**src/rtl/eag_pkg.sv**
```systemverilog
// Package of the effective address generator: modes, carriers and constants.
// Assumes one clock domain shared with the core that issues requests.
package eag_pkg;

  typedef enum logic [4:0] {
    MODE_IMM, MODE_ACC, MODE_IMPL, MODE_ABS, MODE_ABS_LONG, MODE_DIR,
    MODE_DIR_IND_IDX_Y, MODE_DIR_IND_LONG_IDX_Y, MODE_DIR_IDX_IND_X,
    MODE_DIR_X, MODE_DIR_Y, MODE_ABS_X, MODE_ABS_Y, MODE_ABS_LONG_X,
    MODE_REL, MODE_REL_LONG, MODE_ABS_IND, MODE_ABS_IND_LONG,
    MODE_DIR_IND, MODE_DIR_IND_LONG, MODE_ABS_IDX_IND
  } addr_mode_t;

  typedef enum logic [1:0] {OPSZ_8, OPSZ_16, OPSZ_32} op_size_t;

  typedef enum logic [1:0] {SRC_MEMORY, SRC_IMMEDIATE, SRC_ACCUM, SRC_IMPLIED} operand_src_t;

  typedef struct packed {
    logic       valid;
    addr_mode_t mode;
    op_size_t   size;
    logic       native;
    logic       push_rel;
    logic [7:0] byte2;
    logic [7:0] byte3;
    logic [7:0] byte4;
    logic [7:0] byte5;
  } ea_req_t;

  typedef struct packed {
    logic [15:0] direct_base;
    logic [7:0]  data_bank_base;
    logic [7:0]  program_bank_base;
    logic [15:0] pc_next;
    logic [31:0] index_x;
    logic [31:0] index_y;
  } cpu_regs_t;

  typedef struct packed {
    logic         valid;
    logic [31:0]  addr;
    operand_src_t src;
    logic [31:0]  imm;
    logic [2:0]   length;
    logic         pc_load;
    logic [15:0]  pc_value;
    logic         pbank_load;
    logic [7:0]   pbank_value;
    logic         push_valid;
    logic [15:0]  push_value;
  } ea_result_t;

  localparam logic [31:0] ADDR24_MASK  = 32'h00FF_FFFF;
  localparam logic [7:0]  BANK_ZERO    = 8'h00;
  localparam logic [7:0]  DL_ZERO      = 8'h00;
  localparam logic [15:0] HALF_ZERO    = 16'h0000;
  localparam logic [1:0]  PTR_BYTES_SHORT = 2'h2;
  localparam logic [1:0]  PTR_BYTES_LONG  = 2'h3;
  localparam int          PTR_BYTES_MAX   = 3;
  localparam logic [2:0]  LEN_ONE   = 3'h1;
  localparam logic [2:0]  LEN_TWO   = 3'h2;
  localparam logic [2:0]  LEN_THREE = 3'h3;
  localparam logic [2:0]  LEN_FOUR  = 3'h4;
  localparam logic [2:0]  LEN_FIVE  = 3'h5;

endpackage

```
**src/rtl/ptr_fetch.sv**
```systemverilog
// Pointer reader: fetches two or three bytes of a pointer held in bank zero.
// Assumes memory answers each held read request with a one-cycle ack on core_clk.
`timescale 1ns/100ps
module ptr_fetch
  import eag_pkg::*;
(
  input  wire logic        core_clk,
  input  wire logic        sys_rst,
  input  wire logic        clk_en,
  input  wire logic        start,
  input  wire logic [15:0] base,
  input  wire logic [1:0]  count,
  input  wire logic [7:0]  rd_data,
  input  wire logic        rd_ack,
  output logic             rd_req,
  output logic [23:0]      rd_addr,
  output logic [23:0]      data,
  output logic             done
);

  logic        rd_req_q;
  logic [15:0] off_q;
  logic [1:0]  idx_q;
  logic [1:0]  count_q;
  logic        done_q;
  logic [7:0]  bytes_q [PTR_BYTES_MAX];
  logic        take;

  assign take = rd_req_q && rd_ack;

  always_ff @(posedge core_clk or posedge sys_rst) begin
    if (sys_rst) begin
      rd_req_q <= 1'b0;
      off_q    <= HALF_ZERO;
      idx_q    <= 2'h0;
      count_q  <= 2'h0;
    end else if (clk_en) begin
      if (start) begin
        rd_req_q <= 1'b1;
        off_q    <= base;
        idx_q    <= 2'h0;
        count_q  <= count;
      end else if (take) begin
        // Pointer bytes wrap inside bank zero
        off_q <= off_q + 16'h0001;
        idx_q <= idx_q + 2'h1;
        if (idx_q == count_q - 2'h1) begin
          rd_req_q <= 1'b0;
        end
      end
    end
  end

  always_ff @(posedge core_clk or posedge sys_rst) begin
    if (sys_rst) begin
      done_q <= 1'b0;
    end else if (clk_en) begin
      done_q <= take && (idx_q == count_q - 2'h1);
    end
  end

  for (genvar g = 0; g < PTR_BYTES_MAX; g++) begin : g_byte
    always_ff @(posedge core_clk or posedge sys_rst) begin
      if (sys_rst) begin
        bytes_q[g] <= 8'h00;
      end else if (clk_en) begin
        // Clearing at start keeps the bank byte zero for short pointers
        if (start) begin
          bytes_q[g] <= 8'h00;
        end else if (take && idx_q == 2'(g)) begin
          bytes_q[g] <= rd_data;
        end
      end
    end
  end

  assign rd_req  = rd_req_q;
  assign rd_addr = {BANK_ZERO, off_q};
  assign data    = {bytes_q[2], bytes_q[1], bytes_q[0]};
  assign done    = done_q;

endmodule

```
**src/rtl/effective_address_generator.sv**
```systemverilog
// Effective address generator: forms operand and jump addresses per mode.
// Assumes register values stay stable while req.valid is high and are taken
// with the request; pointer memory answers on core_clk.
`timescale 1ns/100ps
// What this block does
// - Immediate operand from bytes two onward by size
// - Absolute: bytes two, three plus data bank
// - Direct: byte two plus direct base, bank zero
// - Extra cycle when direct base low byte nonzero
// - Accumulator and implied instructions are one byte
// - Direct indirect indexed: pointer, data bank, plus Y
// - Direct indirect long indexed: 24-bit pointer plus Y
// - Direct indexed indirect: pointer via X, data bank
// - Direct X: 16-bit sum in bank zero
// - Direct Y: 16-bit sum in bank zero
// - Absolute X: bytes plus X, data bank
// - Absolute Y: bytes plus Y, data bank
// - Absolute long X: 24-bit bytes plus X
// - Short branch adds signed byte to PC
// - Long relative adds signed word; branch or push
// - Absolute indirect: bank-zero pointer loads PC
// - Long jump also loads program bank byte
// - Direct indirect: pointer low bits, data bank
// - Direct indirect long: pointer holds full address
// - Absolute indexed indirect: pointer read at bytes plus X loads PC
// - Absolute indexed and indirect Y-indexed addresses carry across bank boundaries
// - Native starred modes give 32-bit addresses on result.addr
module effective_address_generator
  import eag_pkg::*;
(
  input  wire logic       core_clk,
  input  wire logic       sys_rst,
  input  wire logic       clk_en,
  input  wire ea_req_t    req,
  input  wire cpu_regs_t  regs,
  output logic            req_ready,
  input  wire logic [7:0] mem_rd_data,
  input  wire logic       mem_rd_ack,
  output logic            mem_rd_req,
  output logic [23:0]     mem_rd_addr,
  output ea_result_t      result,
  output logic [23:0]     addr_bus,
  output logic            dp_penalty
);

  typedef enum logic [1:0] {S_IDLE, S_PENALTY, S_PTR, S_FINISH} state_t;

  state_t      state_q;
  ea_req_t     req_q;
  cpu_regs_t   regs_q;
  logic        ready_q;
  logic        penalty_q;
  ea_result_t  result_q;
  logic [23:0] addr_bus_q;
  logic        accept;
  logic        indirect;
  logic        ptr_start;
  logic [15:0] ptr_base;
  logic [1:0]  ptr_count;
  logic [23:0] ptr_data;
  logic        ptr_done;
  logic [15:0] dp_sum;
  logic [31:0] idx_x;
  logic [31:0] idx_y;
  logic        starred;
  ea_result_t  res_d;
  logic [31:0] wide_addr;

  assign accept = req.valid && ready_q;

  // Direct base and index are taken from the stored copy
  assign dp_sum = regs_q.direct_base + {BANK_ZERO, req_q.byte2};
  assign idx_x  = req_q.native ? regs_q.index_x : {HALF_ZERO, regs_q.index_x[15:0]};
  assign idx_y  = req_q.native ? regs_q.index_y : {HALF_ZERO, regs_q.index_y[15:0]};

  always_comb begin
    indirect  = 1'b0;
    starred   = 1'b0;
    unique case (req_q.mode)
      MODE_DIR_IND_IDX_Y, MODE_DIR_IND_LONG_IDX_Y, MODE_ABS_X, MODE_ABS_Y,
      MODE_ABS_LONG_X: starred = 1'b1;
      default: ;
    endcase
    unique case (req_q.mode)
      MODE_DIR_IND_IDX_Y, MODE_DIR_IND_LONG_IDX_Y, MODE_DIR_IDX_IND_X, MODE_DIR_IND,
      MODE_DIR_IND_LONG, MODE_ABS_IND, MODE_ABS_IND_LONG, MODE_ABS_IDX_IND: indirect = 1'b1;
      default: ;
    endcase
  end

  always_comb begin
    ptr_count = PTR_BYTES_SHORT;
    ptr_base  = dp_sum;
    unique case (req_q.mode)
      MODE_DIR_IND_LONG_IDX_Y, MODE_DIR_IND_LONG: ptr_count = PTR_BYTES_LONG;
      MODE_DIR_IDX_IND_X: ptr_base = dp_sum + regs_q.index_x[15:0];
      MODE_ABS_IND: ptr_base = {req_q.byte3, req_q.byte2};
      MODE_ABS_IND_LONG: begin
        ptr_base  = {req_q.byte3, req_q.byte2};
        ptr_count = PTR_BYTES_LONG;
      end
      MODE_ABS_IDX_IND: ptr_base = {req_q.byte3, req_q.byte2} + regs_q.index_x[15:0];
      default: ;
    endcase
  end

  // Starting on entry to the pointer state keeps the penalty cycle ahead of the reads
  assign ptr_start = (state_q == S_PTR) && !mem_rd_req && !ptr_done;

  ptr_fetch u_ptr_fetch (
    .core_clk (core_clk),
    .sys_rst  (sys_rst),
    .clk_en   (clk_en),
    .start    (ptr_start),
    .base     (ptr_base),
    .count    (ptr_count),
    .rd_data  (mem_rd_data),
    .rd_ack   (mem_rd_ack),
    .rd_req   (mem_rd_req),
    .rd_addr  (mem_rd_addr),
    .data     (ptr_data),
    .done     (ptr_done)
  );

  always_ff @(posedge core_clk or posedge sys_rst) begin
    if (sys_rst) begin
      state_q <= S_IDLE;
      ready_q <= 1'b1;
    end else if (clk_en) begin
      unique case (state_q)
        S_IDLE: if (accept) begin
          ready_q <= 1'b0;
          if (req.mode inside {MODE_DIR, MODE_DIR_X, MODE_DIR_Y, MODE_DIR_IND,
              MODE_DIR_IND_LONG, MODE_DIR_IDX_IND_X, MODE_DIR_IND_IDX_Y,
              MODE_DIR_IND_LONG_IDX_Y} && regs.direct_base[7:0] != DL_ZERO) begin
            state_q <= S_PENALTY;
          end else if (req.mode inside {MODE_ABS_IND, MODE_ABS_IND_LONG, MODE_ABS_IDX_IND,
              MODE_DIR_IND_IDX_Y, MODE_DIR_IND_LONG_IDX_Y, MODE_DIR_IDX_IND_X,
              MODE_DIR_IND, MODE_DIR_IND_LONG}) begin
            state_q <= S_PTR;
          end else begin
            state_q <= S_FINISH;
          end
        end
        S_PENALTY: state_q <= indirect ? S_PTR : S_FINISH;
        S_PTR: if (ptr_done) begin
          state_q <= S_FINISH;
        end
        S_FINISH: begin
          state_q <= S_IDLE;
          ready_q <= 1'b1;
        end
      endcase
    end
  end

  always_ff @(posedge core_clk or posedge sys_rst) begin
    if (sys_rst) begin
      req_q  <= '0;
      regs_q <= '0;
    end else if (clk_en && accept) begin
      req_q  <= req;
      regs_q <= regs;
    end
  end

  always_ff @(posedge core_clk or posedge sys_rst) begin
    if (sys_rst) begin
      penalty_q <= 1'b0;
    end else if (clk_en) begin
      penalty_q <= (state_q == S_PENALTY);
    end
  end

  always_comb begin
    res_d        = '0;
    res_d.valid  = 1'b1;
    res_d.src    = SRC_MEMORY;
    res_d.length = LEN_TWO;
    wide_addr    = 32'h0000_0000;
    unique case (req_q.mode)
      MODE_IMM: begin
        res_d.src = SRC_IMMEDIATE;
        unique case (req_q.size)
          OPSZ_8: res_d.imm = {24'h000000, req_q.byte2};
          OPSZ_16: begin
            res_d.imm    = {HALF_ZERO, req_q.byte3, req_q.byte2};
            res_d.length = LEN_THREE;
          end
          default: begin
            res_d.imm    = {req_q.byte5, req_q.byte4, req_q.byte3, req_q.byte2};
            res_d.length = LEN_FIVE;
          end
        endcase
      end
      MODE_ACC: begin
        res_d.src    = SRC_ACCUM;
        res_d.length = LEN_ONE;
      end
      MODE_IMPL: begin
        res_d.src    = SRC_IMPLIED;
        res_d.length = LEN_ONE;
      end
      MODE_ABS: begin
        wide_addr    = {BANK_ZERO, regs_q.data_bank_base, req_q.byte3, req_q.byte2};
        res_d.length = LEN_THREE;
      end
      MODE_ABS_LONG: begin
        wide_addr    = {BANK_ZERO, req_q.byte4, req_q.byte3, req_q.byte2};
        res_d.length = LEN_FOUR;
      end
      MODE_DIR: wide_addr = {HALF_ZERO, dp_sum};
      MODE_DIR_X: wide_addr = {HALF_ZERO, 16'(dp_sum + regs_q.index_x[15:0])};
      MODE_DIR_Y: wide_addr = {HALF_ZERO, 16'(dp_sum + regs_q.index_y[15:0])};
      MODE_DIR_IND_IDX_Y:
        wide_addr = {BANK_ZERO, regs_q.data_bank_base, ptr_data[15:0]} + idx_y;
      MODE_DIR_IND_LONG_IDX_Y: wide_addr = {BANK_ZERO, ptr_data} + idx_y;
      MODE_DIR_IDX_IND_X:
        wide_addr = {BANK_ZERO, regs_q.data_bank_base, ptr_data[15:0]};
      MODE_DIR_IND: wide_addr = {BANK_ZERO, regs_q.data_bank_base, ptr_data[15:0]};
      MODE_DIR_IND_LONG: wide_addr = {BANK_ZERO, ptr_data};
      MODE_ABS_X: begin
        wide_addr    = {BANK_ZERO, regs_q.data_bank_base, req_q.byte3, req_q.byte2} + idx_x;
        res_d.length = LEN_THREE;
      end
      MODE_ABS_Y: begin
        wide_addr    = {BANK_ZERO, regs_q.data_bank_base, req_q.byte3, req_q.byte2} + idx_y;
        res_d.length = LEN_THREE;
      end
      MODE_ABS_LONG_X: begin
        wide_addr    = {BANK_ZERO, req_q.byte4, req_q.byte3, req_q.byte2} + idx_x;
        res_d.length = LEN_FOUR;
      end
      MODE_REL: begin
        // Bank stays put: the sum wraps inside 16 bits
        res_d.pc_load  = 1'b1;
        res_d.pc_value = regs_q.pc_next + {{8{req_q.byte2[7]}}, req_q.byte2};
        wide_addr      = {BANK_ZERO, regs_q.program_bank_base, res_d.pc_value};
      end
      MODE_REL_LONG: begin
        res_d.length = LEN_THREE;
        if (req_q.push_rel) begin
          res_d.push_valid = 1'b1;
          res_d.push_value = regs_q.pc_next + {req_q.byte3, req_q.byte2};
        end else begin
          res_d.pc_load  = 1'b1;
          res_d.pc_value = regs_q.pc_next + {req_q.byte3, req_q.byte2};
          wide_addr      = {BANK_ZERO, regs_q.program_bank_base, res_d.pc_value};
        end
      end
      MODE_ABS_IND, MODE_ABS_IDX_IND: begin
        res_d.pc_load  = 1'b1;
        res_d.pc_value = ptr_data[15:0];
        res_d.length   = LEN_THREE;
        wide_addr      = {BANK_ZERO, regs_q.program_bank_base, ptr_data[15:0]};
      end
      MODE_ABS_IND_LONG: begin
        res_d.pc_load     = 1'b1;
        res_d.pc_value    = ptr_data[15:0];
        res_d.pbank_load  = 1'b1;
        res_d.pbank_value = ptr_data[23:16];
        res_d.length      = LEN_THREE;
        wide_addr         = {BANK_ZERO, ptr_data};
      end
    endcase
    // Only the native starred modes keep the top byte
    res_d.addr = (starred && req_q.native) ? wide_addr : (wide_addr & ADDR24_MASK);
  end

  always_ff @(posedge core_clk or posedge sys_rst) begin
    if (sys_rst) begin
      result_q   <= '0;
      addr_bus_q <= 24'h000000;
    end else if (clk_en) begin
      if (state_q == S_FINISH) begin
        result_q   <= res_d;
        // Top address byte has no pin on the packaged part
        addr_bus_q <= res_d.addr[23:0];
      end else begin
        result_q.valid <= 1'b0;
      end
    end
  end

  assign req_ready  = ready_q;
  assign result     = result_q;
  assign addr_bus   = addr_bus_q;
  assign dp_penalty = penalty_q;

  logic dir_fast_start;
  assign dir_fast_start = accept && state_q == S_IDLE && req.mode == MODE_DIR;

  direct_penalty_a: assert property (@(posedge core_clk) disable iff (sys_rst)
    dir_fast_start && regs.direct_base[7:0] != DL_ZERO && clk_en |=>
      state_q == S_PENALTY ##1 state_q == S_FINISH ##1 result.valid)
    else $error("direct mode did not add one cycle");
  direct_nopenalty_a: assert property (@(posedge core_clk) disable iff (sys_rst)
    dir_fast_start && regs.direct_base[7:0] == DL_ZERO && clk_en |=> ##1 result.valid)
    else $error("direct mode took an extra cycle");
  direct_bank_a: assert property (@(posedge core_clk) disable iff (sys_rst)
    result.valid && req_q.mode inside {MODE_DIR, MODE_DIR_X, MODE_DIR_Y} |->
      result.addr[31:16] == HALF_ZERO)
    else $error("direct address left bank zero");
  absolute_addr_a: assert property (@(posedge core_clk) disable iff (sys_rst)
    result.valid && req_q.mode == MODE_ABS |->
      result.addr == {BANK_ZERO, regs_q.data_bank_base, req_q.byte3, req_q.byte2})
    else $error("absolute address wrong");
  one_byte_a: assert property (@(posedge core_clk) disable iff (sys_rst)
    result.valid && req_q.mode inside {MODE_ACC, MODE_IMPL} |-> result.length == LEN_ONE)
    else $error("accumulator or implied length not one");
  short_branch_a: assert property (@(posedge core_clk) disable iff (sys_rst)
    result.valid && req_q.mode == MODE_REL |-> result.pc_load &&
      result.pc_value == 16'(regs_q.pc_next + {{8{req_q.byte2[7]}}, req_q.byte2}) &&
      !result.pbank_load)
    else $error("short branch target wrong");
  long_rel_a: assert property (@(posedge core_clk) disable iff (sys_rst)
    result.valid && req_q.mode == MODE_REL_LONG |->
      result.push_valid == req_q.push_rel && result.pc_load == !req_q.push_rel)
    else $error("long relative result routed wrongly");
  narrow_addr_a: assert property (@(posedge core_clk) disable iff (sys_rst)
    result.valid && !req_q.native |-> result.addr[31:24] == BANK_ZERO)
    else $error("emulation address wider than 24 bits");
  bus_match_a: assert property (@(posedge core_clk) disable iff (sys_rst)
    result.valid |-> addr_bus == result.addr[23:0])
    else $error("address bus differs from result");
  long_jump_a: assert property (@(posedge core_clk) disable iff (sys_rst)
    result.valid && req_q.mode == MODE_ABS_IND_LONG |->
      result.pbank_load && result.pbank_value == ptr_data[23:16])
    else $error("long jump bank not loaded");

  cover_penalty_c: cover property (@(posedge core_clk) disable iff (sys_rst) penalty_q);
  cover_ptr_c: cover property (@(posedge core_clk) disable iff (sys_rst)
    result.valid && req_q.mode == MODE_DIR_IND_LONG_IDX_Y);
  cover_native_c: cover property (@(posedge core_clk) disable iff (sys_rst)
    result.valid && result.addr[31:24] != BANK_ZERO);

endmodule

```
**config.mk**
```make
export PLATFORM = sky130hd
export DESIGN_NAME = effective_address_generator
export DESIGN_NICKNAME = d
export VERILOG_FILES = /design/src/rtl/eag_pkg.sv /design/src/rtl/ptr_fetch.sv /design/src/rtl/effective_address_generator.sv
export SDC_FILE = /design/constraint.sdc
export NUM_CORES = 1
export LEC_CHECK = 0
export ABC_CLOCK_PERIOD_IN_PS = 9600
export BUFFER_PORTS_ARGS = -buffer_cell sky130_fd_sc_hd__clkbuf_2
export CAP_MARGIN = 5
export CORE_MARGIN = 8
export CORE_UTILIZATION = 55
export CTS_BUF_LIST = sky130_fd_sc_hd__clkbuf_4
export DETAILED_ROUTE_END_ITERATION = 7
export GPL_ROUTABILITY_DRIVEN = 0
export GPL_TIMING_DRIVEN = 0
export PLACE_DENSITY_LB_ADDON = 0.2
export SLEW_MARGIN = 10
export SYNTH_ARGS = -nofsm -noshare
export SYNTH_HDL_FRONTEND = slang
export SYNTH_SLANG_ARGS = --single-unit
```
**constraint.sdc**
```tcl
create_clock -name core_clk -period 9.6 [get_ports core_clk]
set_clock_uncertainty 0.15 [all_clocks]
set_input_delay 0 -clock core_clk [delete_from_list [all_inputs] [get_ports core_clk]]
set_output_delay 0 -clock core_clk [all_outputs]
set_load 0.05 [all_outputs]
```
==> summary.log <==
INFO  yosys          syn_avg_cell_area=9.96squm
INFO  sta            maxSlewViolCount=0
INFO  route          ant_nets=0
INFO  floorplanning  dieWidth=207um
INFO  sta            setup_total_negative_slack=0ns
INFO  route          viasPerCell=6.27
INFO  job            max_cap_violations=0
INFO  global_route   grt_remaining_overflow=0
INFO  floorplanning  die-height=207um
INFO  global_route   grt_pass1_wl=121000um
INFO  route          total_length_of_routed_met3_wires=8670um
INFO  route          routed-via-count=20713
INFO  run_status     status=complete, no violations
INFO  route          drc_errors=0
INFO  floorplanning  placeableCoreArea=36300squm
INFO  floorplanning  die_area=42900squm
INFO  yosys          synth_largest_area_cell=sky130_fd_sc_hd__dfrtp_1
INFO  worst_setup_path criticalPathCategory=reg2reg
INFO  sta            timing.final.ws_setup=3.65ns
INFO  worst_setup_path rr_worst_depth=17
INFO  yosys          yosysSeqAreaShare=39.4%
INFO  sta            max_slew_margin=17.4%
INFO  cts            clk_pin_slew=0.07ns
INFO  route          drt-total-wl=79200um
INFO  power          power.density_cell_area=105nW/um^2
INFO  placed_design  dp.final_hpwl=56100um
INFO  hold_path      holdPathEnd=state_q[0]
INFO  cts            cts_setup_buffers=0
INFO  route          first_iter_violations=2159
INFO  cts            cts_hold_buffers=331
INFO  final_layout   post-route-cell-area=26800squm
INFO  cts            cts_max_level=3
INFO  worst_setup_path critical_path.max_fanout=10
INFO  cts            clock_insertion_delay_worst_skew=0.84ns
INFO  placed_design  detailedPlace.worstSlack=3.88ns
INFO  power          total_leakage_power=13.5nW
INFO  yosys          asyncSetResetFlopFracSynth=100%
INFO  placed_design  port_buffers=321
INFO  placed_design  dpl.cell_count=2816
INFO  global_route   grt_max_degree=93
INFO  yosys          synth.yosys.warnings=0
INFO  hold_path      timing.hold.worst.class=in2reg
INFO  route          detailroute.wirelength.met2=36500um
INFO  global_route   grt_antenna_before_repair=6
INFO  worst_setup_path worstPathRequired=10.10ns
INFO  worst_setup_path cp-start-kind=flip-flop
INFO  yosys          most_frequently_used_cell_type_in_the_post_synthesis_netlist=sky130_fd_sc_hd__dfrtp_1
INFO  sta            fmax=168MHz
INFO  route          route.top_layer_used=met4
INFO  power          ir_worst_vdd=96.9uV
INFO  worst_setup_path timing.rr.start=req_q[39]
INFO  final_layout   utilization=74.0%
INFO  placed_design  placed_standard_cell_area=22400squm
INFO  worst_setup_path endpoint_kind=flip-flop
INFO  yosys          netlist_top_cells_count=sky130_fd_sc_hd__dfrtp_1 (315), sky130_fd_sc_hd__mux2_2 (184), sky130_fd_sc_hd__nand2_1 (154)
INFO  final_layout   finalNetCount=3063
INFO  final_layout   layout.cells.non_filler=3301
INFO  power          finalPower=2.82mW
INFO  sta            period_share=62.0%
INFO  yosys          netlist_area=20100squm
INFO  floorplanning  io_pins=330
INFO  yosys          synth_cell_type_count=75
INFO  cts            ctsLongestPathBuffers=3
INFO  global_route   vias_in_the_first_global_route=21102
INFO  yosys          area_share_of_the_largest_cell_type_after_synthesis=39.3%
INFO  sta            hold_violations=0
INFO  floorplanning  initial_core_util=55.4%
INFO  route          wl_per_cell=24.0um
INFO  cts            resized_after_cts=0
INFO  route          routedLengthMet1=29600um
INFO  hold_path      worst_hold_startpoint=req[38]
INFO  floorplanning  number_of_core_rows=70
INFO  hold_path      whs_path_depth=6
INFO  worst_setup_path rr_endpoint=result[90]
INFO  yosys          synth.ff_latch_count=316
INFO  cts            clockRootBuffer=sky130_fd_sc_hd__clkbuf_4
INFO  final_layout   drive_gt1_share=24.8%
INFO  cts            cts.sink_count=316
INFO  yosys          synth-main-ff-cell=sky130_fd_sc_hd__dfrtp_1
INFO  sta            final-setup-viol-count=0
INFO  sta            grt_setup_unrepaired=false
INFO  final_layout   syn_to_final_growth=33.6%
INFO  worst_setup_path worst-endpoint-arrival=6.45ns
INFO  cts            cts_tree=done
INFO  yosys          synth_top_area_cells=sky130_fd_sc_hd__dfrtp_1 (39%), sky130_fd_sc_hd__mux2_2 (10%), sky130_fd_sc_hd__ha_1 (7.6%)
INFO  yosys          netlist_instances=2016
INFO  yosys          synth_enable_flop_cells=0
INFO  global_route   grt_use_total=35.8%
INFO  worst_setup_path worst-r2r-setup-slack=3.65ns
INFO  sta            final.min_clock_period=5.95ns
INFO  route          drt_pass1_iterations=6
INFO  sta            actual_transition_at_the_worst_max_transition_pin=1.24ns
INFO  sta            fin_hold_ws=0.118ns
INFO  cts            cts_inserted_buffers=88
==> sequential cells by signal, indices dropped and copies added, names as in the netlist, 2 cells and up <==
signal	cells
u_ptr_fetch.off_q	16
u_ptr_fetch.idx_q	2
result	113
req_q	41
state_q	2
regs_q	112
u_ptr_fetch.count_q	2
u_ptr_fetch.data	24
==> where the power goes <==
| part | total (mW) | switching [mW] | leakage [nW] | internal, mW |
|---|---|---|---|---|
| logic | 0.215 | 0.0919 | 8.46 | 0.123 |
| registers | 1.34 | 0.00350 | 4.39 | 1.33 |
| clock network | 1.27 | 0.641 | 0.642 | 0.630 |
| total | 2.82 | 0.736 | 13.5 | 2.09 |
==> worst max-delay path, cell delays in order, from the launching register on <==
cell                        delay [ns]
sky130_fd_sc_hd__dfrtp_1          0.46
sky130_fd_sc_hd__and2_1           0.25
sky130_fd_sc_hd__nand2_1          0.23
sky130_fd_sc_hd__nor2_1           0.49
sky130_fd_sc_hd__clkbuf_1         0.51
sky130_fd_sc_hd__mux2_2           0.28
sky130_fd_sc_hd__ha_1             0.19
sky130_fd_sc_hd__inv_1            0.07
sky130_fd_sc_hd__fa_1             0.40
sky130_fd_sc_hd__nand2b_1         0.20
sky130_fd_sc_hd__a211oi_1         0.38
sky130_fd_sc_hd__o21ai_0          0.22
sky130_fd_sc_hd__o21ai_0          0.27
sky130_fd_sc_hd__xor2_1           0.10
sky130_fd_sc_hd__a222oi_1         0.42
sky130_fd_sc_hd__o211ai_1         0.16
sky130_fd_sc_hd__a2111oi_0        0.85
sky130_fd_sc_hd__o21ai_0          0.16
==> layout by cell type, fill, tap and decap left out, drive strengths merged, types with 10 or more instances in the layout <==
| cell type | instances |
|---|---|
| nand3 | 35 |
| and3 | 22 |
| o22ai | 10 |
| and2 | 33 |
| a211oi | 26 |
| a21oi | 141 |
| nor3 | 35 |
| clkinv | 24 |
| nand2 | 154 |
| mux2 | 184 |
| o211ai | 15 |
| nor2 | 125 |
| dfrtp | 315 |
| a222oi | 20 |
| a22oi | 27 |
| clkbuf | 515 |
| a221o | 15 |
| xnor2 | 77 |
| o21bai | 11 |
| a31oi | 22 |
| a221oi | 29 |
| nand2b | 18 |
| nor2b | 13 |
| ha | 122 |
| xor2 | 33 |
| a22o | 86 |
| a21o | 50 |
| o21ai | 111 |
| inv | 44 |
| buf | 46 |
| dlygate4sd3 | 331 |
==> area by class of cell <==
cell class,count,area (sq um)
diodes,7,17.5
well taps,468,586
clock buffers,119,893
repair buffers,656,5010
inverters,42,165
fillers,2539,9440
plain buffers,117,564
clock inverters,28,189
multi-input cells,1548,11500
flip-flops and latches,316,7910
==> how the worst max path moves through the flow <==
stage / start / end / slack, ns / cells after the start
after floorplan: sys_rst / dp_penalty / 0.71 / 1
after global placement: sys_rst / regs_q[58] / -2.43 / 2
after detailed placement: req_q[36] / result[90] / 3.88 / 17
after CTS: req_q[39] / result[90] / 3.89 / 17
after global routing: req_q[39] / result[90] / 3.43 / 17
final: req_q[39] / result[90] / 3.65 / 17
==> cell families after synthesis <==
logic type / share of synthesized area [%]
XOR/XNOR: 4.80
AND/OR/NAND/NOR: 10.9
flip-flops: 39.4
adder cells (fa/ha/maj): 8.20
other: 0.0187
buffers and inverters: 3.60
AO/OA/AOI/OAI: 22.5
multiplexers: 10.7
==> routing by layer <==
layer / global-route usage [%] / vias to the layer above
li1: - / 9073
met1: 43.3 / 10039
met2: 57.5 / 1305
met3: 9.03 / 296
met4: 21.1 / 0
met5: 0 / -
(Power assumes the default switching activity.)
